## src/lmcr_pkg.sv

```systemverilog
// Package for the logic-module control register bank: offsets, fields, reset values
package lmcr_pkg;
  // Register byte offsets within the module region
  localparam logic [27:0] OFS_OSC1     = 28'h000_0000;
  localparam logic [27:0] OFS_OSC2     = 28'h000_0004;
  localparam logic [27:0] OFS_LOCK     = 28'h000_0008;
  localparam logic [27:0] OFS_LEDS     = 28'h000_000C;
  localparam logic [27:0] OFS_IRQ      = 28'h000_0010;
  localparam logic [27:0] OFS_SWITCH   = 28'h000_0014;
  localparam logic [27:0] OFS_CTRL     = 28'h000_0018;
  // Information ROM window at the top of the region
  localparam logic [27:0] OFS_ROM_BASE = 28'hFFF_FF00;
  localparam logic [27:0] ROM_MASK     = 28'hFFF_FF80;
  localparam int          ROM_WORDS    = 32;
  localparam int          ROM_IDX_LSB  = 2;
  localparam int          ROM_IDX_W    = 5;
  // Lock register fields
  localparam logic [15:0] UNLOCK_KEY   = 16'hA05F;
  localparam int          LOCKED_BIT   = 16;
  localparam int          KEY_MSB      = 15;
  // Control register fields and reset values
  localparam int          DISP_EN_BIT  = 2;
  localparam int          DISP_SEL_MSB = 1;
  localparam logic        DISP_EN_RST  = 1'b1;
  localparam logic [1:0]  DISP_SEL_RST = 2'h0;
  // Display routing choices
  typedef enum logic [1:0] {
    LMCR_DISP_PANEL,
    LMCR_DISP_VGA16,
    LMCR_DISP_AUX_LCD,
    LMCR_DISP_VGA24
  } lmcr_disp_e;
  // ROM entry layout
  localparam logic [23:0] BUILD_TAG    = 24'hFF_FFFF;
  localparam logic [31:0] ROM_EMPTY    = 32'h0000_0000;
  localparam logic [31:0] WORD_ZERO    = 32'h0000_0000;
endpackage

```

## src/lmcr_regs.sv

```systemverilog
// Logic-module control registers: oscillator lock, LEDs, button latch, switches, display, info ROM
//
// Behaviour
// - Writing key A05F to lock field with bits 31:16 zero unlocks oscillator divisor writes.
// - Writing any other value locks; divisor writes are then ignored.
// - Lock register bit 16 reads 1 when locked, 0 when unlocked.
// - LED bits drive LEDs active low; stored 0 lights LED.
// - Button latch sets on a press and holds until software clears.
// - Button latch drives the interrupt request output.
// - Writing 0 to button latch clears it, acknowledging the interrupt.
// - Writing 1 to button latch sets it like a press.
// - Switch register returns eight DIP elements, 0 meaning closed.
// - Control bit 2 enables the display; resets to 1.
// - Control bits 1:0 select display route; resets to 00.
// - Control bits 7:3 reserved, no function, read zero.
// - Read-only 32-word information ROM at top of region.
// - ROM word of zero marks an empty slot to skip.
// - Entry bits 31:28 stack position, 27:24 base address bits.
// - Entry middle 16 bits peripheral type; FFFF marks build entry.
// - Entry low byte is revision, major and minor nibbles.
// - Last ROM word holds build number, upper bits all ones.
module lmcr_regs
  import lmcr_pkg::*;
#(
  parameter int           LED_W      = 8,
  parameter int           SW_W       = 8,
  parameter logic [31:0]  OSC1_RST   = 32'h0000_0000,
  parameter logic [31:0]  OSC2_RST   = 32'h0000_0000,
  parameter logic [3:0]   BUILD_MAJ  = 4'h1,
  parameter logic [3:0]   BUILD_MIN  = 4'h0,
  // Peripheral entries; value arbitrary, all slots empty by default
  parameter logic [31:0]  ROM_INIT [0:30] = '{default: 32'h0000_0000}
) (
  input  wire logic              clk,
  input  wire logic              rst,
  input  wire logic              psel,
  input  wire logic              penable,
  input  wire logic              pwrite,
  input  wire logic [27:0]       paddr,
  input  wire logic [31:0]       pwdata,
  output logic [31:0]            prdata,
  output logic                   pready,
  output logic                   pslverr,
  input  wire logic              button_press,
  input  wire logic [SW_W-1:0]   dip_switch_in,
  output logic [LED_W-1:0]       user_led_outputs_n,
  output logic                   button_irq,
  output logic                   display_enable,
  output logic [1:0]             display_select,
  output logic [31:0]            osc1_div,
  output logic [31:0]            osc2_div
);

  // Information ROM contents, last word is the build number
  logic [31:0] rom [0:ROM_WORDS-1];
  always_comb begin
    for (int i = 0; i < ROM_WORDS - 1; i++) begin
      rom[i] = ROM_INIT[i];
    end
    rom[ROM_WORDS-1] = {BUILD_TAG, BUILD_MAJ, BUILD_MIN};
  end

  // Address decode helper
  // Word offsets only; the two byte-lane bits are ignored
  function automatic logic hit(input logic [27:0] a, input logic [27:0] ofs);
    hit = (a[27:ROM_IDX_LSB] == ofs[27:ROM_IDX_LSB]);
  endfunction

  logic        wr_acc;
  logic        rd_setup;
  logic        in_rom;
  logic        mapped;
  assign wr_acc   = psel && penable && pwrite;
  assign rd_setup = psel && !penable && !pwrite;
  assign in_rom   = (paddr & ROM_MASK) == OFS_ROM_BASE;
  assign mapped   = in_rom || hit(paddr, OFS_OSC1) || hit(paddr, OFS_OSC2) || hit(paddr, OFS_LOCK)
                    || hit(paddr, OFS_LEDS) || hit(paddr, OFS_IRQ) || hit(paddr, OFS_SWITCH)
                    || hit(paddr, OFS_CTRL);

  // Zero-wait slave; unmapped access answers with an error
  // Writes to read-only words are taken without an error
  assign pready  = 1'b1;
  assign pslverr = psel && penable && !mapped;

  // Pin synchronisers: three stages, level taken when stages two and three agree
  logic              btn_s1_ff, btn_s2_ff, btn_s3_ff, btn_lvl_ff;
  logic [SW_W-1:0]   sw_s1_ff, sw_s2_ff, sw_s3_ff, sw_lvl_ff;
  always_ff @(posedge clk or posedge rst) begin
    if (rst) begin
      btn_s1_ff  <= 1'b0;
      btn_s2_ff  <= 1'b0;
      btn_s3_ff  <= 1'b0;
      btn_lvl_ff <= 1'b0;
      sw_s1_ff   <= '0;
      sw_s2_ff   <= '0;
      sw_s3_ff   <= '0;
      sw_lvl_ff  <= '0;
    end else begin
      btn_s1_ff <= button_press;
      btn_s2_ff <= btn_s1_ff;
      btn_s3_ff <= btn_s2_ff;
      if (btn_s2_ff == btn_s3_ff) begin
        btn_lvl_ff <= btn_s3_ff;
      end
      sw_s1_ff <= dip_switch_in;
      sw_s2_ff <= sw_s1_ff;
      sw_s3_ff <= sw_s2_ff;
      for (int i = 0; i < SW_W; i++) begin
        if (sw_s2_ff[i] == sw_s3_ff[i]) begin
          sw_lvl_ff[i] <= sw_s3_ff[i];
        end
      end
    end
  end

  // Rising edge of the accepted level; reset level matches the idle pin
  logic press_evt;
  assign press_evt = (btn_s2_ff == btn_s3_ff) && btn_s3_ff && !btn_lvl_ff;

  // Oscillator lock
  logic [15:0] key_ff;
  logic        locked_ff;
  always_ff @(posedge clk or posedge rst) begin
    if (rst) begin
      key_ff    <= '0;
      locked_ff <= 1'b1;
    end else if (wr_acc && hit(paddr, OFS_LOCK)) begin
      key_ff    <= pwdata[KEY_MSB:0];
      locked_ff <= (pwdata != {16'h0000, UNLOCK_KEY});
    end
  end

  // Oscillator divisor registers, writable only while unlocked
  logic [31:0] osc1_ff, osc2_ff;
  always_ff @(posedge clk or posedge rst) begin
    if (rst) begin
      osc1_ff <= OSC1_RST;
      osc2_ff <= OSC2_RST;
    end else if (wr_acc && !locked_ff) begin
      if (hit(paddr, OFS_OSC1)) begin
        osc1_ff <= pwdata;
      end
      if (hit(paddr, OFS_OSC2)) begin
        osc2_ff <= pwdata;
      end
    end
  end
  assign osc1_div = osc1_ff;
  assign osc2_div = osc2_ff;

  // User LEDs, all dark after reset
  logic [LED_W-1:0] led_ff;
  always_ff @(posedge clk or posedge rst) begin
    if (rst) begin
      led_ff <= '1;
    end else if (wr_acc && hit(paddr, OFS_LEDS)) begin
      led_ff <= pwdata[LED_W-1:0];
    end
  end
  assign user_led_outputs_n = led_ff;

  // Button latch; a press in the clearing cycle wins
  logic irq_ff;
  always_ff @(posedge clk or posedge rst) begin
    if (rst) begin
      irq_ff <= 1'b0;
    end else if (press_evt) begin
      irq_ff <= 1'b1;
    end else if (wr_acc && hit(paddr, OFS_IRQ)) begin
      irq_ff <= pwdata[0];
    end
  end
  assign button_irq = irq_ff;

  // Display control
  logic       disp_en_ff;
  lmcr_disp_e disp_sel_ff;
  always_ff @(posedge clk or posedge rst) begin
    if (rst) begin
      disp_en_ff  <= DISP_EN_RST;
      disp_sel_ff <= LMCR_DISP_PANEL;
    end else if (wr_acc && hit(paddr, OFS_CTRL)) begin
      disp_en_ff  <= pwdata[DISP_EN_BIT];
      disp_sel_ff <= lmcr_disp_e'(pwdata[DISP_SEL_MSB:0]);
    end
  end
  assign display_enable = disp_en_ff;
  assign display_select = disp_sel_ff;

  // Read mux, sampled in the setup phase so data is registered at access
  logic [31:0] nxt_rdata;
  always_comb begin
    nxt_rdata = WORD_ZERO;
    if (in_rom) begin
      nxt_rdata = rom[paddr[ROM_IDX_LSB+:ROM_IDX_W]];
    end else if (hit(paddr, OFS_OSC1)) begin
      nxt_rdata = osc1_ff;
    end else if (hit(paddr, OFS_OSC2)) begin
      nxt_rdata = osc2_ff;
    end else if (hit(paddr, OFS_LOCK)) begin
      nxt_rdata = {15'h0000, locked_ff, key_ff};
    end else if (hit(paddr, OFS_LEDS)) begin
      nxt_rdata[LED_W-1:0] = led_ff;
    end else if (hit(paddr, OFS_IRQ)) begin
      nxt_rdata[0] = irq_ff;
    end else if (hit(paddr, OFS_SWITCH)) begin
      nxt_rdata[SW_W-1:0] = sw_lvl_ff;
    end else if (hit(paddr, OFS_CTRL)) begin
      nxt_rdata[DISP_EN_BIT:0] = {disp_en_ff, disp_sel_ff};
    end
  end

  logic [31:0] rdata_ff;
  always_ff @(posedge clk or posedge rst) begin
    if (rst) begin
      rdata_ff <= WORD_ZERO;
    end else if (rd_setup) begin
      rdata_ff <= nxt_rdata;
    end
  end
  assign prdata = rdata_ff;

  // Checks
  unlock_key_a: assert property (@(posedge clk) disable iff (rst)
    wr_acc && hit(paddr, OFS_LOCK) && pwdata == {16'h0000, UNLOCK_KEY} |=> !locked_ff)
    else $error("key write did not unlock");
  relock_a: assert property (@(posedge clk) disable iff (rst)
    wr_acc && hit(paddr, OFS_LOCK) && pwdata != {16'h0000, UNLOCK_KEY} |=> locked_ff)
    else $error("non-key write did not lock");
  osc_guard_a: assert property (@(posedge clk) disable iff (rst)
    wr_acc && locked_ff && hit(paddr, OFS_OSC1) |=> $stable(osc1_div))
    else $error("locked divisor was written");
  lock_status_a: assert property (@(posedge clk) disable iff (rst)
    rd_setup && hit(paddr, OFS_LOCK) ##1 psel && penable |-> prdata[LOCKED_BIT] == $past(locked_ff))
    else $error("lock status read wrong");
  led_drive_a: assert property (@(posedge clk) disable iff (rst)
    wr_acc && hit(paddr, OFS_LEDS) |=> user_led_outputs_n == $past(pwdata[LED_W-1:0]))
    else $error("LED pins do not follow write");
  press_latch_a: assert property (@(posedge clk) disable iff (rst)
    press_evt |=> button_irq ##1 (button_irq || $past(wr_acc && hit(paddr, OFS_IRQ))))
    else $error("press not latched onto interrupt");
  irq_clear_a: assert property (@(posedge clk) disable iff (rst)
    wr_acc && hit(paddr, OFS_IRQ) && !pwdata[0] && !press_evt |=> !button_irq)
    else $error("write 0 did not clear latch");
  irq_set_a: assert property (@(posedge clk) disable iff (rst)
    wr_acc && hit(paddr, OFS_IRQ) && pwdata[0] |=> button_irq)
    else $error("write 1 did not set latch");
  ctrl_reserved_a: assert property (@(posedge clk) disable iff (rst)
    rd_setup && hit(paddr, OFS_CTRL) |=> prdata[7:3] == 5'h00)
    else $error("reserved control bits not zero");
  build_word_a: assert property (@(posedge clk) disable iff (rst)
    rd_setup && in_rom && paddr[ROM_IDX_LSB+:ROM_IDX_W] == 5'h1F |=> prdata[31:8] == BUILD_TAG)
    else $error("build word malformed");

  // Lock and divisor checks
  key_field_a: assert property (@(posedge clk) disable iff (rst)
    wr_acc && hit(paddr, OFS_LOCK) |=> key_ff == $past(pwdata[KEY_MSB:0]))
    else $error("key field not stored");
  lock_read_a: assert property (@(posedge clk) disable iff (rst)
    rd_setup && hit(paddr, OFS_LOCK) |=> prdata[KEY_MSB:0] == $past(key_ff))
    else $error("key field read wrong");
  lock_reset_a: assert property (@(posedge clk)
    $fell(rst) |-> locked_ff && key_ff == '0)
    else $error("lock not locked after reset");
  osc_write_a: assert property (@(posedge clk) disable iff (rst)
    wr_acc && !locked_ff && hit(paddr, OFS_OSC1) |=> osc1_div == $past(pwdata))
    else $error("unlocked divisor write lost");
  osc2_write_a: assert property (@(posedge clk) disable iff (rst)
    wr_acc && !locked_ff && hit(paddr, OFS_OSC2) |=> osc2_div == $past(pwdata))
    else $error("unlocked divisor write lost");
  osc2_guard_a: assert property (@(posedge clk) disable iff (rst)
    wr_acc && locked_ff && hit(paddr, OFS_OSC2) |=> $stable(osc2_div))
    else $error("locked divisor was written");

  // Button and switch checks
  irq_hold_a: assert property (@(posedge clk) disable iff (rst)
    button_irq && !(wr_acc && hit(paddr, OFS_IRQ)) |=> button_irq)
    else $error("latch dropped without a clear");
  switch_read_a: assert property (@(posedge clk) disable iff (rst)
    rd_setup && hit(paddr, OFS_SWITCH) |=> prdata[SW_W-1:0] == $past(sw_lvl_ff))
    else $error("switch state read wrong");

  // Display checks
  disp_enable_a: assert property (@(posedge clk) disable iff (rst)
    wr_acc && hit(paddr, OFS_CTRL) |=> display_enable == $past(pwdata[DISP_EN_BIT]))
    else $error("display enable not written");
  disp_select_a: assert property (@(posedge clk) disable iff (rst)
    wr_acc && hit(paddr, OFS_CTRL) |=> display_select == $past(pwdata[DISP_SEL_MSB:0]))
    else $error("display route not written");
  disp_reset_a: assert property (@(posedge clk)
    $fell(rst) |-> display_enable && display_select == LMCR_DISP_PANEL)
    else $error("display reset state wrong");

  // Information ROM checks
  rom_read_a: assert property (@(posedge clk) disable iff (rst)
    rd_setup && in_rom && paddr[ROM_IDX_LSB+:ROM_IDX_W] == 5'h00 |=> prdata == ROM_INIT[0])
    else $error("first entry read wrong");
  rom_build_low_a: assert property (@(posedge clk) disable iff (rst)
    rd_setup && in_rom && paddr[ROM_IDX_LSB+:ROM_IDX_W] == 5'h1F |=> prdata[7:0] == {BUILD_MAJ, BUILD_MIN})
    else $error("build revision byte wrong");

endmodule

```

## config.mk

```make
export PLATFORM = sky130hd
export DESIGN_NAME = lmcr_regs
export DESIGN_NICKNAME = d
export VERILOG_FILES = /design/src/lmcr_pkg.sv /design/src/lmcr_regs.sv
export SDC_FILE = /design/constraint.sdc
export NUM_CORES = 1
export LEC_CHECK = 0
export ABC_CLOCK_PERIOD_IN_PS = 11900
export BUFFER_PORTS_ARGS = -buffer_cell sky130_fd_sc_hd__clkbuf_2
export CORE_MARGIN = 3
export CORE_UTILIZATION = 50
export DETAILED_ROUTE_END_ITERATION = 8
export PLACE_DENSITY = 0.72
export SLEW_MARGIN = 20
export SYNTH_ARGS = -nofsm -noshare
export SYNTH_HDL_FRONTEND = slang
export SYNTH_SLANG_ARGS = --single-unit
```

## constraint.sdc

```tcl
create_clock -name clk -period 11.9 [get_ports clk]
set_input_delay 0.595 -clock clk [delete_from_list [all_inputs] [get_ports clk]]
set_output_delay 0.595 -clock clk [all_outputs]
set_load 0.02 [all_outputs]
```

==> results.txt, run 1 <==
The run finished with clean final reports. 184 I/O pins were placed. The final cycle utilization of the critical path is 25.84%. For this design the static power due to leakage is 4.281 nW. The worst register-to-register path has a depth of 4. In this run, synthesis produced a sequential element count of 161. In this run, post-CTS hold repair placed 0 buffers. The dominant synthesized flop cell is sky130_fd_sc_hd__dfrtp_1. STA classifies the critical path startpoint as a primary input. The largest fanout of any net on the critical path came out at 42. The number of buffers inserted to repair setup after CTS came out at 0. Summed over its instances, the top area cell type makes up 54.41% of the synthesized netlist area. The slew at the pin closest to its max-slew limit came out at 0.9749 ns. The number of max-slew violations in the final report is 0. The total clock buffers created by CTS came out at 17. The overall die width came out at 123.9 um. After technology mapping, the gate count stands at 536. The cell sitting at the root of the clock tree is a sky130_fd_sc_hd__clkbuf_16. The count of endpoints failing setup in the final report came out at 0.

The worst reg2reg path startpoint is locked_ff$_DFFE_PP1P_. The H-tree depth came out at 4. The placer's final routability congestion estimate is 0.8230. The net count of the finished layout is 783.

The average instance area after synthesis is 12.96 um^2. The total number of clock tree sinks came out at 161. The clock edge transition at the registers on the reported setup and hold paths is 0.06 ns. The detailed-route wire length per cell is 19.92 um. The max capacitance violation total is 0.

In this run the vertical extent of the chip is 123.9 um. By startpoint and endpoint, the worst setup path is classified as primary input to flop. The per-cell via count in the routed design came out at 5.703. STA puts the critical path data required time at 12.20 ns. The most critical setup path has its endpoint at osc2_div[6]$_DFFE_PP0P_. Traced cell by cell, the critical path runs through clkbuf_2 > buf_4 > inv_1 > nor2_1 > and3_1 > buf_4 > mux2_2. At the worst endpoint, the arrival time is 3.37 ns. The floorplan core area is 13400 um^2. Cells with a size suffix above 1 make up 47.85% of the layout.

The worst-case IR drop observed on VDD is 0.08426 mV. The area growth from synthesis to layout came out at 23.75%. No sink is reached through more buffers than the 2 on the longest clock path.

The net count of the mapped netlist is 611. The number of design rule violations left after detail routing came out at 0. Among all stages on the critical path, the largest delay is contributed by sky130_fd_sc_hd__and3_1. The setup total negative slack is 0 ns. The instance area after placement came out at 7948 um^2.

The number of enable flip-flop cells after synthesis is 0. In this run the worst setup path begins at paddr[2]. The number of warnings printed during yosys synthesis came out at 0. Overall power consumption after layout is estimated at 1.239 mW. The die outline area is 15340 um^2. The cell area that synthesis handed to floorplanning was 6944 um^2. The number of cells in the design after placement came out at 865. The power per cell area is 144.1 nW/um^2. The setup slack after placement came out at 8.393 ns. The share of synthesized registers carrying an async set or reset is 100.0%. The most numerous cell type found on the critical path is sky130_fd_sc_hd__buf_4.

The final-layout fill cell count came out at 1043. The post-detailed-routing wire length is 17870 um. The number of antenna diodes came out at 0. The number of distinct library cells after synthesis is 57. The number of standard cells in the layout, taps in and fillers out came out at 897. The number of failing hold endpoints at the final stage came out at 0. Cells fill 64.13% of the core in the end. The cell type with the largest total area after synthesis is sky130_fd_sc_hd__dfrtp_1.

The shortest period the worst path allows came out at 3.075 ns. The number of placement rows came out at 42. The worst pin sits at a relative slew slack of 35.01%.

The worst-case register-to-register setup slack is 9.90 ns. Based on the critical path, the design can be clocked at up to 325.2 MHz. The worst hold path class is primary input to asynchronous set/reset pin. STA classifies the critical path endpoint as a flop. The residual overflow from global routing is 0. In this run the critical register-to-register path is captured at osc2_div[6]$_DFFE_PP0P_. In the layout the commonest cells are 180 x sky130_fd_sc_hd__clkbuf_2, 151 x sky130_fd_sc_hd__dfrtp_1, 97 x sky130_fd_sc_hd__mux2_2, 30 x sky130_fd_sc_hd__nand2_1, 27 x sky130_fd_sc_hd__nor2_1. The starting density of the core is 51.82%. The number of iterations in the first detailed-routing pass is 5. The initial antenna violation count came out at 0.

Setup repair after global routing left no endpoint under its margin. The worst hold margin came out at 0.2806 ns. The TritonCTS clock tree is built.

Detailed routing inserted a total of 5116 vias. The clock latency reported for the late side of the worst-skew pair came out at 0.42 ns. The number of gates resized after CTS is 0. The sequential element share of the synthesized area came out at 58.20%. In this run the remaining antenna-violating nets after routing total 0. The most common cell after layout, fill and taps aside is sky130_fd_sc_hd__clkbuf_2.

The largest net degree at the start of global routing came out at 83. In the post-synthesis netlist, the biggest area contributors are sky130_fd_sc_hd__dfrtp_1 54%, sky130_fd_sc_hd__mux2_2 16%, sky130_fd_sc_hd__dfstp_2 3.8%, sky130_fd_sc_hd__a21oi_1 1.7%, sky130_fd_sc_hd__mux2_4 1.7%. Between clock sinks in the finished design, the worst skew comes to 0.005643 ns.

Summing all non-filler instances in the final layout gives an area of 8593 um^2. Once detailed placement completed, the half-perimeter wirelength came to 12470 um. The number of buffers inserted by port buffering is 180. The first global-routing pass estimated 27750 um of wire.

The via count of the first global-routing pass came out at 5282. The worst stage delay on the critical path is 0.63 ns. The slack of the critical path came out at 8.825 ns. The total routing usage reported by global routing came out at 23.81%.

For this block, the initial DRC count from the detailed router was 541.
==> state kept, by name (all words and copies together) (netlist names) <==
register            cells
osc1_div               32
osc2_div               32
prdata                 32
key_ff                 16
sw_lvl_ff               8
sw_s1_ff                8
sw_s2_ff                8
sw_s3_ff                8
user_led_outputs_n      8
display_select          2
btn_lvl_ff              1
btn_s1_ff               1
btn_s2_ff               1
btn_s3_ff               1
button_irq              1
display_enable          1
locked_ff               1
==> worst min-delay path by stage <==
stage | from | to | slack, ns | depth (start not counted)
CTS | dip_switch_in[5] | sw_s1_ff[5]$_DFF_PP0_ | 0.26 | 1
detailed placement | btn_s1_ff$_DFF_PP0_ | btn_s2_ff$_DFF_PP0_ | 0.33 | 0
finish | rst | osc1_div[6]$_DFFE_PP0P_ | 0.28 | 2
floorplan | btn_s1_ff$_DFF_PP0_ | btn_s2_ff$_DFF_PP0_ | 0.33 | 0
global route | dip_switch_in[0] | sw_s1_ff[0]$_DFF_PP0_ | 0.27 | 1
global placement | btn_s1_ff$_DFF_PP0_ | btn_s2_ff$_DFF_PP0_ | 0.33 | 0
==> power by group <==
part           switching (mW)  internal (mW)  total, mW  leakage (nW)
combinational          0.0539         0.0272     0.0811          1.88
clock                   0.211          0.374      0.585         0.307
sequential            0.00873          0.564      0.572          2.09
==> synthesized netlist by cell type, types with 2 or more instances <==
cell,number
sky130_fd_sc_hd__a211oi_1,5
sky130_fd_sc_hd__clkbuf_1,18
sky130_fd_sc_hd__nand4_1,6
sky130_fd_sc_hd__nor2b_1,3
sky130_fd_sc_hd__inv_1,13
sky130_fd_sc_hd__mux2_1,3
sky130_fd_sc_hd__a221o_1,8
sky130_fd_sc_hd__dfstp_2,10
sky130_fd_sc_hd__o21ai_0,2
sky130_fd_sc_hd__dfrtp_1,151
sky130_fd_sc_hd__buf_2,3
sky130_fd_sc_hd__nand2_1,30
sky130_fd_sc_hd__a31oi_1,16
sky130_fd_sc_hd__nand3_1,6
sky130_fd_sc_hd__and4_1,2
sky130_fd_sc_hd__nor2_1,27
sky130_fd_sc_hd__nor4_1,7
sky130_fd_sc_hd__nor4_4,2
sky130_fd_sc_hd__mux2i_1,11
sky130_fd_sc_hd__o22ai_1,9
sky130_fd_sc_hd__a22oi_1,2
sky130_fd_sc_hd__and3_1,4
sky130_fd_sc_hd__mux2_4,8
sky130_fd_sc_hd__and2_1,8
sky130_fd_sc_hd__or3_1,2
sky130_fd_sc_hd__o31ai_1,6
sky130_fd_sc_hd__a21oi_1,24
sky130_fd_sc_hd__nor3_1,5
sky130_fd_sc_hd__buf_1,2
sky130_fd_sc_hd__buf_6,2
sky130_fd_sc_hd__or4_1,2
sky130_fd_sc_hd__nor4_2,5
sky130_fd_sc_hd__buf_4,7
sky130_fd_sc_hd__mux2_2,97
sky130_fd_sc_hd__maj3_1,8
==> cell type report <==
class | instances | area (um^2) | share of cell area [%]
well taps | 176 | 220.2 | 2.563
clock inverters | 8 | 148.9 | 1.733
inverters | 13 | 53.80 | 0.6261
flip-flops and latches | 161 | 4041 | 47.03
repair buffers | 185 | 942.2 | 10.96
multi-input cells | 330 | 2695 | 31.36
clock buffers | 24 | 491.7 | 5.722
==> kinds of logic after synthesis <==
logic type | Yosys count | share of synthesized area, %
adders and majority gates | 9 | 1.333
AOI/OAI and AO/OA | 84 | 8.216
and+or+nand+nor | 117 | 9.586
other | 1 | 0.05400
DFF | 161 | 58.20
buffers and inverters | 45 | 3.081
muxes | 119 | 19.53
==> critical path: cells and delay by family <==
| family | cells | cell delay [ns] |
|---|---|---|
| multiplexers | 1 | 0.38 |
| AND/OR/NAND/NOR | 2 | 0.87 |
| buffers and inverters | 4 | 1.50 |
==> metal layers <==
metal / GRT usage [%] / vias up / routed length, um
li1: - / 2314 / -
met1: 31.21 / 2567 / 7581
met2: 38.39 / 206 / 8695
met3: 5.949 / 29 / 1287
met4: 8.997 / 0 / 306
met5: 0 / - / 0
No activity file was read; power rests on OpenSTA's default activity.
==> run 2: changes to the inputs <==
--- a/config.mk
+++ b/config.mk
@@ -5,7 +5,7 @@
 export SDC_FILE = /design/constraint.sdc
 export NUM_CORES = 1
 export LEC_CHECK = 0
-export ABC_CLOCK_PERIOD_IN_PS = 11900
+export ABC_CLOCK_PERIOD_IN_PS = 3100
 export BUFFER_PORTS_ARGS = -buffer_cell sky130_fd_sc_hd__clkbuf_2
 export CORE_MARGIN = 3
 export CORE_UTILIZATION = 50
==> constraint.sdc (replaced) <==
create_clock -name clk -period 3.1 [get_ports clk]
set_input_delay 0.155 -clock clk [delete_from_list [all_inputs] [get_ports clk]]
set_output_delay 0.155 -clock clk [all_outputs]
set_load 0.02 [all_outputs]
==> results.txt, run 2 (synthesized netlist as in run 1, its figures left out) <==
The flow ran to the end, but the final reports show violations. The checks that failed: hold timing. The critical path in this run is classified as primary input to flop. The via count of the first global-routing pass came out at 5370 (+1.7%). The post-detailed-routing wire length is 17960 um (+0.48%). The share of post-route cells with drive strength above 1 was 47.58% (-0.27 points). The number of buffers inserted by port buffering was 180 (unchanged). The post-detailed-route count of antenna-violating nets came out at 0 (unchanged).

The HPWL after detailed placement came out at 12400 um (-0.59%). Based on the critical path, the design can be clocked at up to 500.1 MHz. The largest net degree at the start of global routing is 162 (+95%).

The starting density of the core came to 51.82% (unchanged). The master of the slowest instance on the critical path is sky130_fd_sc_hd__or4b_1. The clock edge transition at the registers on the reported setup and hold paths is 0.06 ns (about the same). The wire length of the first global-routing pass came to 28240 um (+1.8%). The total number of clock tree sinks came to 161 (unchanged).

The initial antenna violation count came to 0 (unchanged). The per-cell via count in the routed design is 5.630 (-1.3%). The worst clock skew is 0.007964 ns (+0.002321 ns). The placer's final routability congestion estimate was 0.8019 (-2.6%). The worst hold path belongs to the class primary input to asynchronous set/reset pin. TritonCTS built the clock tree. The required time at the worst-slack endpoint is 3.40 ns (-8.80 ns). The overall die width is 123.9 um (unchanged).

The detailed-route wire length per cell is 19.52 um (-2.0%). The critical path buffer and inverter count is 1 (-3). Clock tree synthesis selected as its root buffer the cell sky130_fd_sc_hd__clkbuf_16. STA classifies the critical path startpoint as a primary input. The endpoint kind of the worst setup timing path is a flop. The slew at the pin closest to its max-slew limit came to 1.008 ns (+0.03358 ns). The residual overflow from global routing came to 0 (unchanged). The floorplan core area is 13400 um^2 (unchanged). In the layout the commonest cells are 180 x sky130_fd_sc_hd__clkbuf_2, 151 x sky130_fd_sc_hd__dfrtp_1, 97 x sky130_fd_sc_hd__mux2_2, 30 x sky130_fd_sc_hd__nand2_1, 27 x sky130_fd_sc_hd__nor2_1. The H-tree depth was 4 (unchanged). The worst stage delay on the critical path is 0.99 ns (+0.36 ns). The largest fanout of any net on the critical path came to 18 (-57%). The power per cell area came out at 552.8 nW/um^2 (+280%). The setup total negative slack is 0 ns (unchanged).

The total routing usage reported by global routing came out at 24.32% (+0.50 points). In the finished design, the share of the clock period the worst path needs comes to 64.51%. The number of iterations in the first detailed-routing pass is 4 (-1). The starting DRC count in detailed routing came out at 421 (-22%). The shortest period the worst path allows came out at 2.000 ns. Setup repair after global routing left no endpoint under its margin. The number of failing hold endpoints at the final stage is 23 (+23). The number of ports placed on the die boundary is 184 (unchanged). The net count of the finished layout is 806 (+2.9%).

The number of max-slew violations in the final report came out at 0 (unchanged). The number of design rule violations left after detail routing came to 0 (unchanged). The area growth from synthesis to layout came out at 27.64%. The die outline area is 15340 um^2 (unchanged). The number of antenna diodes was 0 (unchanged). The instance area after placement is 8019 um^2 (+0.90%). The worst IR drop on VDD is 0.3382 mV (+300%). The via count was 5180 (+1.3%). Walking the worst path, the cells encountered are clkbuf_2 > nor4_4 > nand4_2 > or4b_1 > mux2_4. The static leakage came to 4.399 nW (+2.8%). The total clock buffers created by CTS was 17 (unchanged). The max capacitance violation total came out at 0 (unchanged). On the critical path the largest part of the delay comes from simple AND/OR/NAND/NOR gates. The max-slew headroom at the worst pin is 32.77% (-2.2 points). The maximum clock insertion buffer count is 2 (unchanged).

Leaving out fill and tap cells, the most frequent cell in the layout is sky130_fd_sc_hd__clkbuf_2. The clock latency reported for the late side of the worst-skew pair is 0.42 ns (about the same). The count of endpoints failing setup in the final report came to 0 (unchanged).

The overall power of the completed layout came out at 4.900 mW (+300%). The number of placement rows was 42 (unchanged). The worst hold margin came out at -0.06705 ns (-0.3477 ns). The die boundary height is 123.9 um (unchanged). The arrival time at the worst endpoint was 2.30 ns (-1.07 ns). The post-route cell area was 8864 um^2 (+3.1%).
[run 2: final timing paths]
path / to / slack, ns / from / depth (start not counted)
worst max-delay path: key_ff[0]$_DFFE_PP0P_ / 1.10 / paddr[18] / 5
max in group asynchronous: osc1_div[14]$_DFFE_PP0P_ / 2.50 / rst / 3
worst min register to register: sw_s2_ff[2]$_DFF_PP0_ / 0.35 / sw_s1_ff[2]$_DFF_PP0_ / 0
worst min-delay path: sw_s2_ff[6]$_DFF_PP0_ / -0.07 / rst / 3
min in group clk: osc2_div[20]$_DFFE_PP0P_ / 0.02 / pwdata[20] / 2
worst max register to register: osc2_div[22]$_DFFE_PP0P_ / 1.60 / locked_ff$_DFFE_PP1P_ / 4
[run 2: metal layers]
layer | vias up | share of wire, % | GRT usage [%]
li1 | 2363 | - | -
met1 | 2595 | 43 | 31.89
met2 | 202 | 49 | 39.37
met3 | 20 | 6.4 | 6.267
met4 | 0 | 1.6 | 8.581
met5 | - | 0 | 0
[run 2: through the flow]
step	util, %	setup slack (ns)	std cells
finish	66.14	1.100	920
global placement	59.84	0.6926	871
floorplan	-	0.9103	536
CTS	66.14	1.103	920
global route	66.14	0.9688	920
detailed placement	59.84	0.6586	871
[run 2: worst reg2reg max path, cell delays in order (launching register included)]
cell                      delay, ns
sky130_fd_sc_hd__dfstp_2       0.37
sky130_fd_sc_hd__inv_1         0.08
sky130_fd_sc_hd__and3_2        0.31
sky130_fd_sc_hd__buf_12        0.25
sky130_fd_sc_hd__mux2_2        0.38
[run 2: area by class of cell]
| class | instances | area, um^2 |
|---|---|---|
| clock inverter | 13 | 231.5 |
| sequential | 161 | 4041 |
| timing repair buffer | 208 | 1179 |
| tap | 176 | 220.2 |
| clock buffer | 19 | 442.9 |
| inverter | 13 | 52.55 |
| multi-input combinational | 330 | 2696 |
| fill | 1000 | 4537 |
[run 2: repair_timing]
item                      4_1_cts  5_1_grt
hold buffers                   17        0
hold endpoints to repair       22        0
resized for setup               0        0
setup buffers                   0        0
[run 2: where the power goes]
part	leakage, nW	internal (mW)	switching (mW)	total [mW]
registers	2.09	2.16	0.0345	2.20
clock network	0.324	1.53	0.833	2.37
logic	1.98	0.123	0.211	0.333
total	4.40	3.82	1.08	4.90
